`src/dwc_defines.svh`:
```
// Register offsets, reset values, limits and codes of the warning compare block
`ifndef DWC_DEFINES_SVH
`define DWC_DEFINES_SVH

`define DWC_ADDR_MODE       8'h00
`define DWC_ADDR_PID_DEV    8'h04
`define DWC_ADDR_FB_UPPER   8'h08
`define DWC_ADDR_FB_LOWER   8'h0c
`define DWC_ADDR_TQ_FWD_PWR 8'h10
`define DWC_ADDR_TQ_REV_RGN 8'h14
`define DWC_ADDR_TQ_REV_PWR 8'h18
`define DWC_ADDR_TQ_FWD_RGN 8'h1c
`define DWC_ADDR_ZERO_SPD   8'h20
`define DWC_ADDR_HS_LEVEL   8'h24
`define DWC_ADDR_OL_LEVEL   8'h28
`define DWC_ADDR_OL_LEVEL_M2 8'h2c
`define DWC_ADDR_OL_LEVEL2  8'h30
`define DWC_ADDR_ARR_ACC    8'h34
`define DWC_ADDR_ARR_DEC    8'h38
`define DWC_ADDR_ARR_ACC2   8'h3c
`define DWC_ADDR_ARR_DEC2   8'h40
`define DWC_ADDR_THERM      8'h44
`define DWC_ADDR_PSCALE     8'h48
`define DWC_ADDR_ROUTE      8'h4c
`define DWC_ADDR_STATUS     8'h50

`define DWC_MODE_TQ_DIR_BIT  0
`define DWC_MODE_TQ_MODE_BIT 1
`define DWC_MODE_OL_MODE_BIT 2

`define DWC_RST_MODE      3'h6
`define DWC_RST_PID_DEV   10'h01e
`define DWC_RST_FB_UPPER  10'h3e8
`define DWC_RST_FB_LOWER  10'h000
`define DWC_RST_TORQUE    8'h64
`define DWC_RST_ZERO_SPD  16'h0000
`define DWC_RST_HS_LEVEL  7'h64
`define DWC_RST_OL_LEVEL  9'h064
`define DWC_RST_ARRIVAL   16'h0000
`define DWC_RST_THERM     7'h5a
`define DWC_RST_PSCALE    14'h0064
`define DWC_RST_ROUTE     12'hfff

`define DWC_MAX_PCT       10'h3e8
`define DWC_MAX_TORQUE    8'hc8
`define DWC_MAX_ZERO_SPD  16'h2710
`define DWC_MAX_HS        7'h6e
`define DWC_MAX_OL        9'h140
`define DWC_MAX_ARRIVAL   16'h9c40
`define DWC_MAX_THERM     7'h64
`define DWC_MIN_PSCALE    14'h0001
`define DWC_MAX_PSCALE    14'h270f
`define DWC_PSCALE_UNIT   17'h00064

`endif

```
`src/dwc_pkg.sv`:
```
// Types shared by the warning compare block
package dwc_pkg;

  typedef enum logic [1:0] {
    DWC_CURVE_CT,
    DWC_CURVE_VP,
    DWC_CURVE_FREE,
    DWC_CURVE_SLV
  } dwc_curve_e;

  typedef enum logic [1:0] {
    DWC_PH_STOP,
    DWC_PH_ACCEL,
    DWC_PH_DECEL,
    DWC_PH_CONST
  } dwc_phase_e;

  typedef struct packed {
    logic [9:0] setpoint_value;
    logic [9:0] process_variable;
    logic [15:0] out_freq;
    logic [7:0] torque_est;
    logic torque_rev;
    logic torque_regen;
    logic [8:0] out_current;
    logic [6:0] heatsink_temp;
    logic [6:0] thermal_load;
    dwc_phase_e phase;
    dwc_curve_e curve;
    logic motor2_sel;
  } dwc_meas_s;

  typedef struct packed {
    logic thermal_warn_flag;
    logic pid_stage2_flag;
    logic freq_arrival_flag_b;
    logic freq_arrival_flag_a;
    logic overload_warn_flag2;
    logic overload_warn_flag;
    logic heatsink_hot_flag;
    logic zero_speed_flag;
    logic torque_limit_flag;
    logic pid_deviation_flag;
  } dwc_flags_s;

endpackage : dwc_pkg

```
`src/dwc_compare.sv`:
```
// Warning threshold comparison and output terminal routing of the drive
//
// Summary of operation
// - PID deviation flag when error exceeds level
// - Torque direction select: over or under
// - Torque flag only valid under sensorless vector
// - Four quadrant torque thresholds, default 100%
// - Torque mode gates: accel, decel and constant (not standstill) or constant only
// - Zero-speed flag while frequency below level
// - Zero-speed routable to terminals or relay
// - Zero-speed works under all four curves
// - Heat-sink flag when temperature exceeds level
// - Overload mode gates: accel, decel and constant (not standstill) or constant only
// - Overload levels 0.01-3.20 rated, 0 disables
// - Second overload level, default rated current
// - Arrival thresholds for acceleration and deceleration
// - Second pair of arrival thresholds
// - PV above upper limit turns stage two off
// - PV below lower limit turns stage two on
// - Thermal warning level, zero disables it
// - Pulse output scaled by 0.01-99.99 factor
//
// The register addresses and the plain strobed port were decided locally.
`timescale 1ns/1ns
`include "dwc_defines.svh"

module dwc_compare
  import dwc_pkg::*;
#(
  parameter int FLAG_COUNT = 10
)
(
  input wire logic ref_clk_i,
  input wire logic rst_i,
  input wire logic [7:0] reg_addr_i,
  input wire logic [31:0] reg_wdata_i,
  input wire logic reg_wr_i,
  input wire logic reg_rd_i,
  output logic [31:0] reg_rdata_o,
  input wire dwc_meas_s meas_i,
  input wire logic pulse_in_i,
  output logic pulse_out_o,
  output dwc_flags_s flags_o,
  output logic term1_o,
  output logic term2_o,
  output logic relay_o
);

  logic [2:0] mode_q;
  logic [9:0] pid_dev_level_q;
  logic [9:0] pid_fb_upper_q;
  logic [9:0] pid_fb_lower_q;
  logic [7:0] torque_lvl_q [4];
  logic [15:0] zero_speed_level_q;
  logic [6:0] heatsink_warn_level_q;
  logic [8:0] ol_level_q;
  logic [8:0] ol_level_m2_q;
  logic [8:0] ol_level2_q;
  logic [15:0] arrival_accel_thr_q;
  logic [15:0] arrival_decel_thr_q;
  logic [15:0] arrival_accel_thr2_q;
  logic [15:0] arrival_decel_thr2_q;
  logic [6:0] thermal_warn_level_q;
  logic [13:0] pulse_scale_q;
  logic [11:0] route_q;
  dwc_flags_s flags_q;
  dwc_flags_s flags_d;
  logic [FLAG_COUNT-1:0] flag_vec;
  logic [31:0] rdata_d;
  logic [16:0] pulse_acc_q;
  logic [16:0] pulse_acc_d;
  logic pulse_out_q;

  logic torque_dir_sel;
  logic torque_mode_sel;
  logic overload_mode_sel;
  logic [9:0] pid_err;
  logic [7:0] torque_level;
  logic [8:0] ol_level_sel;
  logic at_const;
  logic at_run;
  logic torque_hit;

  // Out-of-range writes saturate at the top of the legal span
  function automatic logic [15:0] sat(input logic [31:0] v, input logic [15:0] mx);
    sat = (v > {16'h0000, mx}) ? mx : v[15:0];
  endfunction : sat

  assign torque_dir_sel = mode_q[`DWC_MODE_TQ_DIR_BIT];
  assign torque_mode_sel = mode_q[`DWC_MODE_TQ_MODE_BIT];
  assign overload_mode_sel = mode_q[`DWC_MODE_OL_MODE_BIT];

  // Register writes
  always_ff @(posedge ref_clk_i or posedge rst_i)
  begin
    if (rst_i)
    begin
      mode_q <= `DWC_RST_MODE;
      pid_dev_level_q <= `DWC_RST_PID_DEV;
      pid_fb_upper_q <= `DWC_RST_FB_UPPER;
      pid_fb_lower_q <= `DWC_RST_FB_LOWER;
      torque_lvl_q <= '{default: `DWC_RST_TORQUE};
      zero_speed_level_q <= `DWC_RST_ZERO_SPD;
      heatsink_warn_level_q <= `DWC_RST_HS_LEVEL;
      ol_level_q <= `DWC_RST_OL_LEVEL;
      ol_level_m2_q <= `DWC_RST_OL_LEVEL;
      ol_level2_q <= `DWC_RST_OL_LEVEL;
      arrival_accel_thr_q <= `DWC_RST_ARRIVAL;
      arrival_decel_thr_q <= `DWC_RST_ARRIVAL;
      arrival_accel_thr2_q <= `DWC_RST_ARRIVAL;
      arrival_decel_thr2_q <= `DWC_RST_ARRIVAL;
      thermal_warn_level_q <= `DWC_RST_THERM;
      pulse_scale_q <= `DWC_RST_PSCALE;
      route_q <= `DWC_RST_ROUTE;
    end
    else if (reg_wr_i)
    begin
      if (reg_addr_i == `DWC_ADDR_MODE)
        mode_q <= reg_wdata_i[2:0];
      else if (reg_addr_i == `DWC_ADDR_PID_DEV)
        pid_dev_level_q <= 10'(sat(reg_wdata_i, 16'(`DWC_MAX_PCT)));
      else if (reg_addr_i == `DWC_ADDR_FB_UPPER)
        pid_fb_upper_q <= 10'(sat(reg_wdata_i, 16'(`DWC_MAX_PCT)));
      else if (reg_addr_i == `DWC_ADDR_FB_LOWER)
        pid_fb_lower_q <= 10'(sat(reg_wdata_i, 16'(`DWC_MAX_PCT)));
      else if (reg_addr_i == `DWC_ADDR_TQ_FWD_PWR)
        torque_lvl_q[0] <= 8'(sat(reg_wdata_i, 16'(`DWC_MAX_TORQUE)));
      else if (reg_addr_i == `DWC_ADDR_TQ_REV_RGN)
        torque_lvl_q[1] <= 8'(sat(reg_wdata_i, 16'(`DWC_MAX_TORQUE)));
      else if (reg_addr_i == `DWC_ADDR_TQ_REV_PWR)
        torque_lvl_q[2] <= 8'(sat(reg_wdata_i, 16'(`DWC_MAX_TORQUE)));
      else if (reg_addr_i == `DWC_ADDR_TQ_FWD_RGN)
        torque_lvl_q[3] <= 8'(sat(reg_wdata_i, 16'(`DWC_MAX_TORQUE)));
      else if (reg_addr_i == `DWC_ADDR_ZERO_SPD)
        zero_speed_level_q <= sat(reg_wdata_i, `DWC_MAX_ZERO_SPD);
      else if (reg_addr_i == `DWC_ADDR_HS_LEVEL)
        heatsink_warn_level_q <= 7'(sat(reg_wdata_i, 16'(`DWC_MAX_HS)));
      else if (reg_addr_i == `DWC_ADDR_OL_LEVEL)
        ol_level_q <= 9'(sat(reg_wdata_i, 16'(`DWC_MAX_OL)));
      else if (reg_addr_i == `DWC_ADDR_OL_LEVEL_M2)
        ol_level_m2_q <= 9'(sat(reg_wdata_i, 16'(`DWC_MAX_OL)));
      else if (reg_addr_i == `DWC_ADDR_OL_LEVEL2)
        ol_level2_q <= 9'(sat(reg_wdata_i, 16'(`DWC_MAX_OL)));
      else if (reg_addr_i == `DWC_ADDR_ARR_ACC)
        arrival_accel_thr_q <= sat(reg_wdata_i, `DWC_MAX_ARRIVAL);
      else if (reg_addr_i == `DWC_ADDR_ARR_DEC)
        arrival_decel_thr_q <= sat(reg_wdata_i, `DWC_MAX_ARRIVAL);
      else if (reg_addr_i == `DWC_ADDR_ARR_ACC2)
        arrival_accel_thr2_q <= sat(reg_wdata_i, `DWC_MAX_ARRIVAL);
      else if (reg_addr_i == `DWC_ADDR_ARR_DEC2)
        arrival_decel_thr2_q <= sat(reg_wdata_i, `DWC_MAX_ARRIVAL);
      else if (reg_addr_i == `DWC_ADDR_THERM)
        thermal_warn_level_q <= 7'(sat(reg_wdata_i, 16'(`DWC_MAX_THERM)));
      else if (reg_addr_i == `DWC_ADDR_PSCALE)
      begin
        // A zero factor would silence the output, so it is lifted to the minimum
        if (reg_wdata_i == 32'h0000_0000)
          pulse_scale_q <= `DWC_MIN_PSCALE;
        else
          pulse_scale_q <= 14'(sat(reg_wdata_i, 16'(`DWC_MAX_PSCALE)));
      end
      else if (reg_addr_i == `DWC_ADDR_ROUTE)
        route_q <= reg_wdata_i[11:0];
    end
  end

  // Read mux, answered one cycle after the strobe
  always_comb
  begin
    rdata_d = 32'h0000_0000;
    if (reg_addr_i == `DWC_ADDR_MODE)
      rdata_d = {29'h0, mode_q};
    else if (reg_addr_i == `DWC_ADDR_PID_DEV)
      rdata_d = {22'h0, pid_dev_level_q};
    else if (reg_addr_i == `DWC_ADDR_FB_UPPER)
      rdata_d = {22'h0, pid_fb_upper_q};
    else if (reg_addr_i == `DWC_ADDR_FB_LOWER)
      rdata_d = {22'h0, pid_fb_lower_q};
    else if (reg_addr_i == `DWC_ADDR_TQ_FWD_PWR)
      rdata_d = {24'h0, torque_lvl_q[0]};
    else if (reg_addr_i == `DWC_ADDR_TQ_REV_RGN)
      rdata_d = {24'h0, torque_lvl_q[1]};
    else if (reg_addr_i == `DWC_ADDR_TQ_REV_PWR)
      rdata_d = {24'h0, torque_lvl_q[2]};
    else if (reg_addr_i == `DWC_ADDR_TQ_FWD_RGN)
      rdata_d = {24'h0, torque_lvl_q[3]};
    else if (reg_addr_i == `DWC_ADDR_ZERO_SPD)
      rdata_d = {16'h0, zero_speed_level_q};
    else if (reg_addr_i == `DWC_ADDR_HS_LEVEL)
      rdata_d = {25'h0, heatsink_warn_level_q};
    else if (reg_addr_i == `DWC_ADDR_OL_LEVEL)
      rdata_d = {23'h0, ol_level_q};
    else if (reg_addr_i == `DWC_ADDR_OL_LEVEL_M2)
      rdata_d = {23'h0, ol_level_m2_q};
    else if (reg_addr_i == `DWC_ADDR_OL_LEVEL2)
      rdata_d = {23'h0, ol_level2_q};
    else if (reg_addr_i == `DWC_ADDR_ARR_ACC)
      rdata_d = {16'h0, arrival_accel_thr_q};
    else if (reg_addr_i == `DWC_ADDR_ARR_DEC)
      rdata_d = {16'h0, arrival_decel_thr_q};
    else if (reg_addr_i == `DWC_ADDR_ARR_ACC2)
      rdata_d = {16'h0, arrival_accel_thr2_q};
    else if (reg_addr_i == `DWC_ADDR_ARR_DEC2)
      rdata_d = {16'h0, arrival_decel_thr2_q};
    else if (reg_addr_i == `DWC_ADDR_THERM)
      rdata_d = {25'h0, thermal_warn_level_q};
    else if (reg_addr_i == `DWC_ADDR_PSCALE)
      rdata_d = {18'h0, pulse_scale_q};
    else if (reg_addr_i == `DWC_ADDR_ROUTE)
      rdata_d = {20'h0, route_q};
    else if (reg_addr_i == `DWC_ADDR_STATUS)
      rdata_d = {22'h0, flags_q};
  end

  always_ff @(posedge ref_clk_i or posedge rst_i)
  begin
    if (rst_i)
      reg_rdata_o <= 32'h0000_0000;
    else if (reg_rd_i)
      reg_rdata_o <= rdata_d;
    else
      reg_rdata_o <= 32'h0000_0000;
  end

  // Shared comparison terms
  assign at_const = (meas_i.phase == DWC_PH_CONST);
  // Mode 00 covers accel, decel and constant speed only; standstill never raises the torque or overload flags
  assign at_run = (meas_i.phase != DWC_PH_STOP);
  assign pid_err = (meas_i.setpoint_value >= meas_i.process_variable) ?
                   (meas_i.setpoint_value - meas_i.process_variable) :
                   (meas_i.process_variable - meas_i.setpoint_value);

  // Quadrant picks the threshold: forward/reverse crossed with power/regeneration
  always_comb
  begin
    torque_level = torque_lvl_q[0];
    if (!meas_i.torque_rev && !meas_i.torque_regen)
      torque_level = torque_lvl_q[0];
    else if (meas_i.torque_rev && meas_i.torque_regen)
      torque_level = torque_lvl_q[1];
    else if (meas_i.torque_rev)
      torque_level = torque_lvl_q[2];
    else
      torque_level = torque_lvl_q[3];
  end

  // Over-torque above the level, under-torque below it
  assign torque_hit = torque_dir_sel ? (meas_i.torque_est < torque_level) :
                                       (meas_i.torque_est > torque_level);

  assign ol_level_sel = meas_i.motor2_sel ? ol_level_m2_q : ol_level_q;

  // Next flag values, one evaluation per clock
  always_comb
  begin
    flags_d = flags_q;
    flags_d.pid_deviation_flag = (pid_err > pid_dev_level_q);
    // Torque estimate is meaningless off sensorless vector, so the flag is held low
    flags_d.torque_limit_flag = (meas_i.curve == DWC_CURVE_SLV) && torque_hit &&
                                (torque_mode_sel ? at_const : at_run);
    // Every curve runs on output frequency, so no curve gating here
    flags_d.zero_speed_flag = (meas_i.out_freq < zero_speed_level_q);
    flags_d.heatsink_hot_flag = (meas_i.heatsink_temp > heatsink_warn_level_q);
    flags_d.overload_warn_flag = (ol_level_sel != 9'h000) &&
                                 (meas_i.out_current > ol_level_sel) &&
                                 (overload_mode_sel ? at_const : at_run);
    flags_d.overload_warn_flag2 = (ol_level2_q != 9'h000) &&
                                  (meas_i.out_current > ol_level2_q) &&
                                  (overload_mode_sel ? at_const : at_run);
    flags_d.thermal_warn_flag = (thermal_warn_level_q != 7'h00) &&
                                (meas_i.thermal_load > thermal_warn_level_q);
    // Arrival: set on reaching the accel threshold, cleared under the decel one
    if (meas_i.phase == DWC_PH_STOP)
      flags_d.freq_arrival_flag_a = 1'b0;
    else if (meas_i.phase == DWC_PH_ACCEL && meas_i.out_freq >= arrival_accel_thr_q)
      flags_d.freq_arrival_flag_a = 1'b1;
    else if (meas_i.phase == DWC_PH_DECEL && meas_i.out_freq < arrival_decel_thr_q)
      flags_d.freq_arrival_flag_a = 1'b0;
    if (meas_i.phase == DWC_PH_STOP)
      flags_d.freq_arrival_flag_b = 1'b0;
    else if (meas_i.phase == DWC_PH_ACCEL && meas_i.out_freq >= arrival_accel_thr2_q)
      flags_d.freq_arrival_flag_b = 1'b1;
    else if (meas_i.phase == DWC_PH_DECEL && meas_i.out_freq < arrival_decel_thr2_q)
      flags_d.freq_arrival_flag_b = 1'b0;
    // Between the limits the second stage keeps its state
    if (meas_i.process_variable > pid_fb_upper_q)
      flags_d.pid_stage2_flag = 1'b0;
    else if (meas_i.process_variable < pid_fb_lower_q)
      flags_d.pid_stage2_flag = 1'b1;
  end

  always_ff @(posedge ref_clk_i or posedge rst_i)
  begin
    if (rst_i)
      flags_q <= '0;
    else
      flags_q <= flags_d;
  end

  assign flags_o = flags_q;
  assign flag_vec = flags_q;

  // Terminal routing; codes beyond the flag count leave the terminal off
  always_ff @(posedge ref_clk_i or posedge rst_i)
  begin
    if (rst_i)
    begin
      term1_o <= 1'b0;
      term2_o <= 1'b0;
      relay_o <= 1'b0;
    end
    else
    begin
      term1_o <= (route_q[3:0] < 4'(FLAG_COUNT)) && flag_vec[route_q[3:0]];
      term2_o <= (route_q[7:4] < 4'(FLAG_COUNT)) && flag_vec[route_q[7:4]];
      relay_o <= (route_q[11:8] < 4'(FLAG_COUNT)) && flag_vec[route_q[11:8]];
    end
  end

  // Pulse scaling: each input pulse adds the factor, each output pulse spends one unit.
  // At most one output pulse per clock, so large factors on dense input saturate.
  always_comb
  begin
    pulse_acc_d = pulse_acc_q;
    if (pulse_acc_q >= `DWC_PSCALE_UNIT)
      pulse_acc_d = pulse_acc_d - `DWC_PSCALE_UNIT;
    if (pulse_in_i && pulse_acc_d <= 17'h1ffff - 17'(pulse_scale_q))
      pulse_acc_d = pulse_acc_d + 17'(pulse_scale_q);
  end

  always_ff @(posedge ref_clk_i or posedge rst_i)
  begin
    if (rst_i)
    begin
      pulse_acc_q <= 17'h00000;
      pulse_out_q <= 1'b0;
    end
    else
    begin
      pulse_acc_q <= pulse_acc_d;
      pulse_out_q <= (pulse_acc_q >= `DWC_PSCALE_UNIT);
    end
  end

  assign pulse_out_o = pulse_out_q;

endmodule : dwc_compare

```
`config.mk`:
```
export PLATFORM = sky130hd
export DESIGN_NAME = dwc_compare
export DESIGN_NICKNAME = d
export VERILOG_FILES = /design/src/dwc_pkg.sv /design/src/dwc_compare.sv
export VERILOG_INCLUDE_DIRS = /design/src
export SDC_FILE = /design/constraint.sdc
export NUM_CORES = 1
export LEC_CHECK = 0
export BUFFER_PORTS_ARGS = -buffer_cell sky130_fd_sc_hd__clkbuf_2
export CAP_MARGIN = 20
export CORE_MARGIN = 8
export CORE_UTILIZATION = 61
export CTS_CLUSTER_DIAMETER = 60
export DETAILED_ROUTE_END_ITERATION = 7
export PLACE_DENSITY_LB_ADDON = 0.1
export RECOVER_POWER = 100
export SLEW_MARGIN = 20
export SYNTH_ARGS = -nofsm -noshare
export SYNTH_HDL_FRONTEND = slang
export SYNTH_SLANG_ARGS = --single-unit
```
`constraint.sdc`:
```
create_clock -name ref_clk_i -period 11.9 [get_ports ref_clk_i]
set_input_delay 2.975 -clock ref_clk_i [delete_from_list [all_inputs] [get_ports ref_clk_i]]
set_output_delay 2.975 -clock ref_clk_i [all_outputs]
set_load 0.01 [all_outputs]
```
==> results.json <==
{
  "crit_arrival_ps": 8860,
  "htree_num_levels": 2,
  "ctsHoldBuffers": 0,
  "finClkSkew_ps": 24.4,
  "final_cell_count_no_fill": 2644,
  "ant_nets": 0,
  "syn_to_final_growth_pct": 10.5,
  "cts_tree": "built",
  "drive_gt1_share_pct": 12.1,
  "crit_path_end_kind": "register",
  "path_clk_slew_ps": 60,
  "clock.fmax_mhz": 117,
  "clock_latency_ps": 520,
  "hold_viol_final": 0,
  "hpwl_um": 50100,
  "synthTopCellsByArea": "dfrtp_1 28%, ha_1 12%, dfstp_2 7.9%",
  "cts_root_buf": "clkbuf_16",
  "timing.hold.ws_ps": 481,
  "grt_max_degree": 130,
  "final_common_cell": "nand2_1",
  "cap_viol_max_count": 4,
  "netlist.area_leader.share_pct": 28.0,
  "die_w_um": 189,
  "finalPower_w": 0.00281,
  "drt_iter0_markers": 2032,
  "hold_path.class": "reg2reg",
  "io_buffers": 148,
  "clock_path_buffers": 3,
  "cp-start-kind": "primary input",
  "cp_top_family": "buffers and inverters",
  "cp_num_buf_inv": 3,
  "ys_seq_elements": 259,
  "leakage_nw": 8.75,
  "synth_top_cell_by_area": "dfrtp_1",
  "routedWlPerCell_um": 25.3,
  "cts.sinks": 259,
  "ys_seq_area_share_pct": 35.9,
  "power_frac_seq_pct": 37.2,
  "grt_pass1_vias": 17659,
  "fp.dieArea_um2": 35700,
  "place_inst": 2582,
  "path_max_fanout": 39,
  "gr-usage-all-layers_pct": 36.9,
  "ys.flop_type": "dfrtp_1",
  "grt_pass1_wl_um": 103000,
  "worstPathRequired_ps": 12230,
  "synth_edf_count": 0,
  "finalCriticalPeriod_ps": 8530,
  "finalSetupTns_ps": 0,
  "drc": 0,
  "power_density_nw_per_um2": 139,
  "design_area_um2": 20200,
  "crit_top_cell": "clkbuf_1",
  "relSlewSlack_pct": -289,
  "final_nets": 2532,
  "die_height_um": 189,
  "yosysWarningCount": 0,
  "max_stage_delay_ps": 1480,
  "rows": 63,
  "cts-buffers-inserted": 34,
  "mostFrequentLayoutCells": "292 x nand2_1, 282 x o21ai_0, 204 x dfrtp_1, 185 x inv_1, 182 x ha_1",
  "synthCells": 2120,
  "ioPinCount": 165,
  "ys_async_sr_fraction_pct": 100,
  "internal-power_w": 0.00187,
  "avgSynthCellArea_um2": 8.61,
  "wl_um": 67000,
  "path_class": "in2reg",
  "setup_viol": 0,
  "rsz0062_at_grt": "no",
  "ys_types": 83,
  "tightest_slew_ps": 5800,
  "clkPwrFrac_pct": 36.4,
  "antenna_found_initial": 1,
  "cts_setup_buffers": 0,
  "crit_chain": "clkbuf_1, clkbuf_1, clkbuf_1, nand4bb_1, nor2_1, nand3_1, nand2_1, o21ai_0",
  "ir_worst_vdd_uv": 106,
  "gp_routability_congestion": 1.07,
  "coreArea_um2": 29600,
  "num_vias": 17673,
  "start_util_pct": 61.8,
  "failed_checks": "capacitance limit, slew limit",
  "syn-cell-area_um2": 18300,
  "slowest_stage": "clkbuf_1",
  "p_comb_share_pct": 26.4,
  "period_share_pct": 71.7,
  "grt-ovfl-total": 0,
  "cts-resized-gates": 0,
  "status": "finished, violations left",
  "p_sw_share_pct": 33.3,
  "dpl_cell_area_um2": 19200,
  "slew_violations": 219,
  "switchingPower_w": 0.000936,
  "drtPass1Iterations": 8,
  "vias_per_cell": 6.68
}
-- worst reg2reg max path, cell delays in order (launching register included) --
cell and delay [ps]:
dfrtp_1 400, o311a_1 410, a311oi_1 470, nand2_1 360, and3b_1 310, xor2_1 300, ha_1 370, a211o_1 340
a21o_1 190, a2111oi_0 760, nor3_1 220, a31o_1 540, mux2_1 450
-- worst paths after layout --
check	cells past startpoint	from	endpoint	slack, ps
setup / recovery	8	reg_addr_i[2]	arrival_accel_thr2_q[15]$_DFFE_PP0P_	3370
hold / removal	2	arrival_decel_thr2_q[10]$_DFFE_PP0P_	arrival_decel_thr2_q[10]$_DFFE_PP0P_	480
setup reg to reg	12	pulse_acc_q[3]$_DFF_PP0_	pulse_acc_q[10]$_DFF_PP0_	6640
hold reg to reg	2	arrival_decel_thr2_q[10]$_DFFE_PP0P_	arrival_decel_thr2_q[10]$_DFFE_PP0P_	480
max in group asynchronous	3	rst_i	heatsink_warn_level_q[4]$_DFFE_PP0P_	4930
min in group asynchronous	2	rst_i	reg_rdata_o[12]$_DFF_PP0_	4260
-- Yosys cell counts (12+ instances only) --
cell and n:
nand2_1 292, o21ai_0 282, dfrtp_1 204, inv_1 186, ha_1 182, a21oi_1 122
nor2_1 95, clkbuf_1 82, dfstp_2 55, nand3_1 53, a21o_1 45, nor3_1 35
mux2i_1 30, nor2b_1 25, o21a_1 25, nand4_1 24, nand2b_1 23, o22ai_1 20
a22oi_1 18, mux2_2 18, a211oi_1 17, buf_4 16, xnor2_1 16, mux4_2 15
xor2_1 15, a22o_1 14, a31oi_1 14, o211ai_1 14, and3_1 12, o2111ai_1 12
-- layout make-up --
type | count | area [µm²]
multi-input cells | 1581 | 10500
fillers | 2508 | 9370
flip-flops and latches | 259 | 6550
clock buffers | 49 | 968
repair buffers | 165 | 796
inverters | 187 | 703
well taps | 390 | 488
clock inverters | 12 | 143
diodes | 1 | 2.50
-- kinds of logic (layout without fill, tap and decap cells) --
family	count (synthesis)	in the layout	synth area share (%)
AOI/OAI and AO/OA	665	665	22.4
and+or+nand+nor	610	610	15.4
buffers and inverters	295	413	6.49
DFF	259	259	35.9
adders and majority gates	185	185	12.8
muxes	74	74	5.51
xor gates and xnor gates	31	31	1.49
other	1	17	0.0205
-- sequential cells by signal, summed over array words and instances, names as in the netlist, 10 cells and up --
name,count
zero_speed_level_q,16
flags_o,10
arrival_accel_thr2_q,16
arrival_decel_thr2_q,16
route_q,12
arrival_accel_thr_q,16
pid_fb_lower_q,10
pid_fb_upper_q,10
reg_rdata_o,16
torque_lvl_q,32
pid_dev_level_q,10
pulse_acc_q,17
arrival_decel_thr_q,16
pulse_scale_q,14
-- power by group through the flow --
| stage | clock, W | sequential [W] | combinational [W] |
|---|---|---|---|
| after floorplan | 0 | 0.00103 | 0.000549 |
| after global placement | 0 | 0.00105 | 0.000730 |
| after detailed placement | 0 | 0.00106 | 0.000755 |
| after CTS | 0.00102 | 0.00104 | 0.000763 |
| after global routing | 0.00106 | 0.00105 | 0.000810 |
| final | 0.00102 | 0.00105 | 0.000741 |
-- layer usage --
| metal | GRT usage, % | part of all wire, % |
|---|---|---|
| met1 | 46.7 | 38 |
| met2 | 57.7 | 45 |
| met3 | 9.25 | 11 |
| met4 | 19.7 | 6.7 |
| met5 | 0 | 0 |
-- metrics by stage --
step                      setup slack (ps)  utilization, %
after floorplan                       1890               -
after CTS                             5590            68.7
after global placement                5180            65.0
after detailed placement              5110            65.0
after global routing                  3030            68.3
final                                 3370            68.3
(Power assumes the default switching activity.)
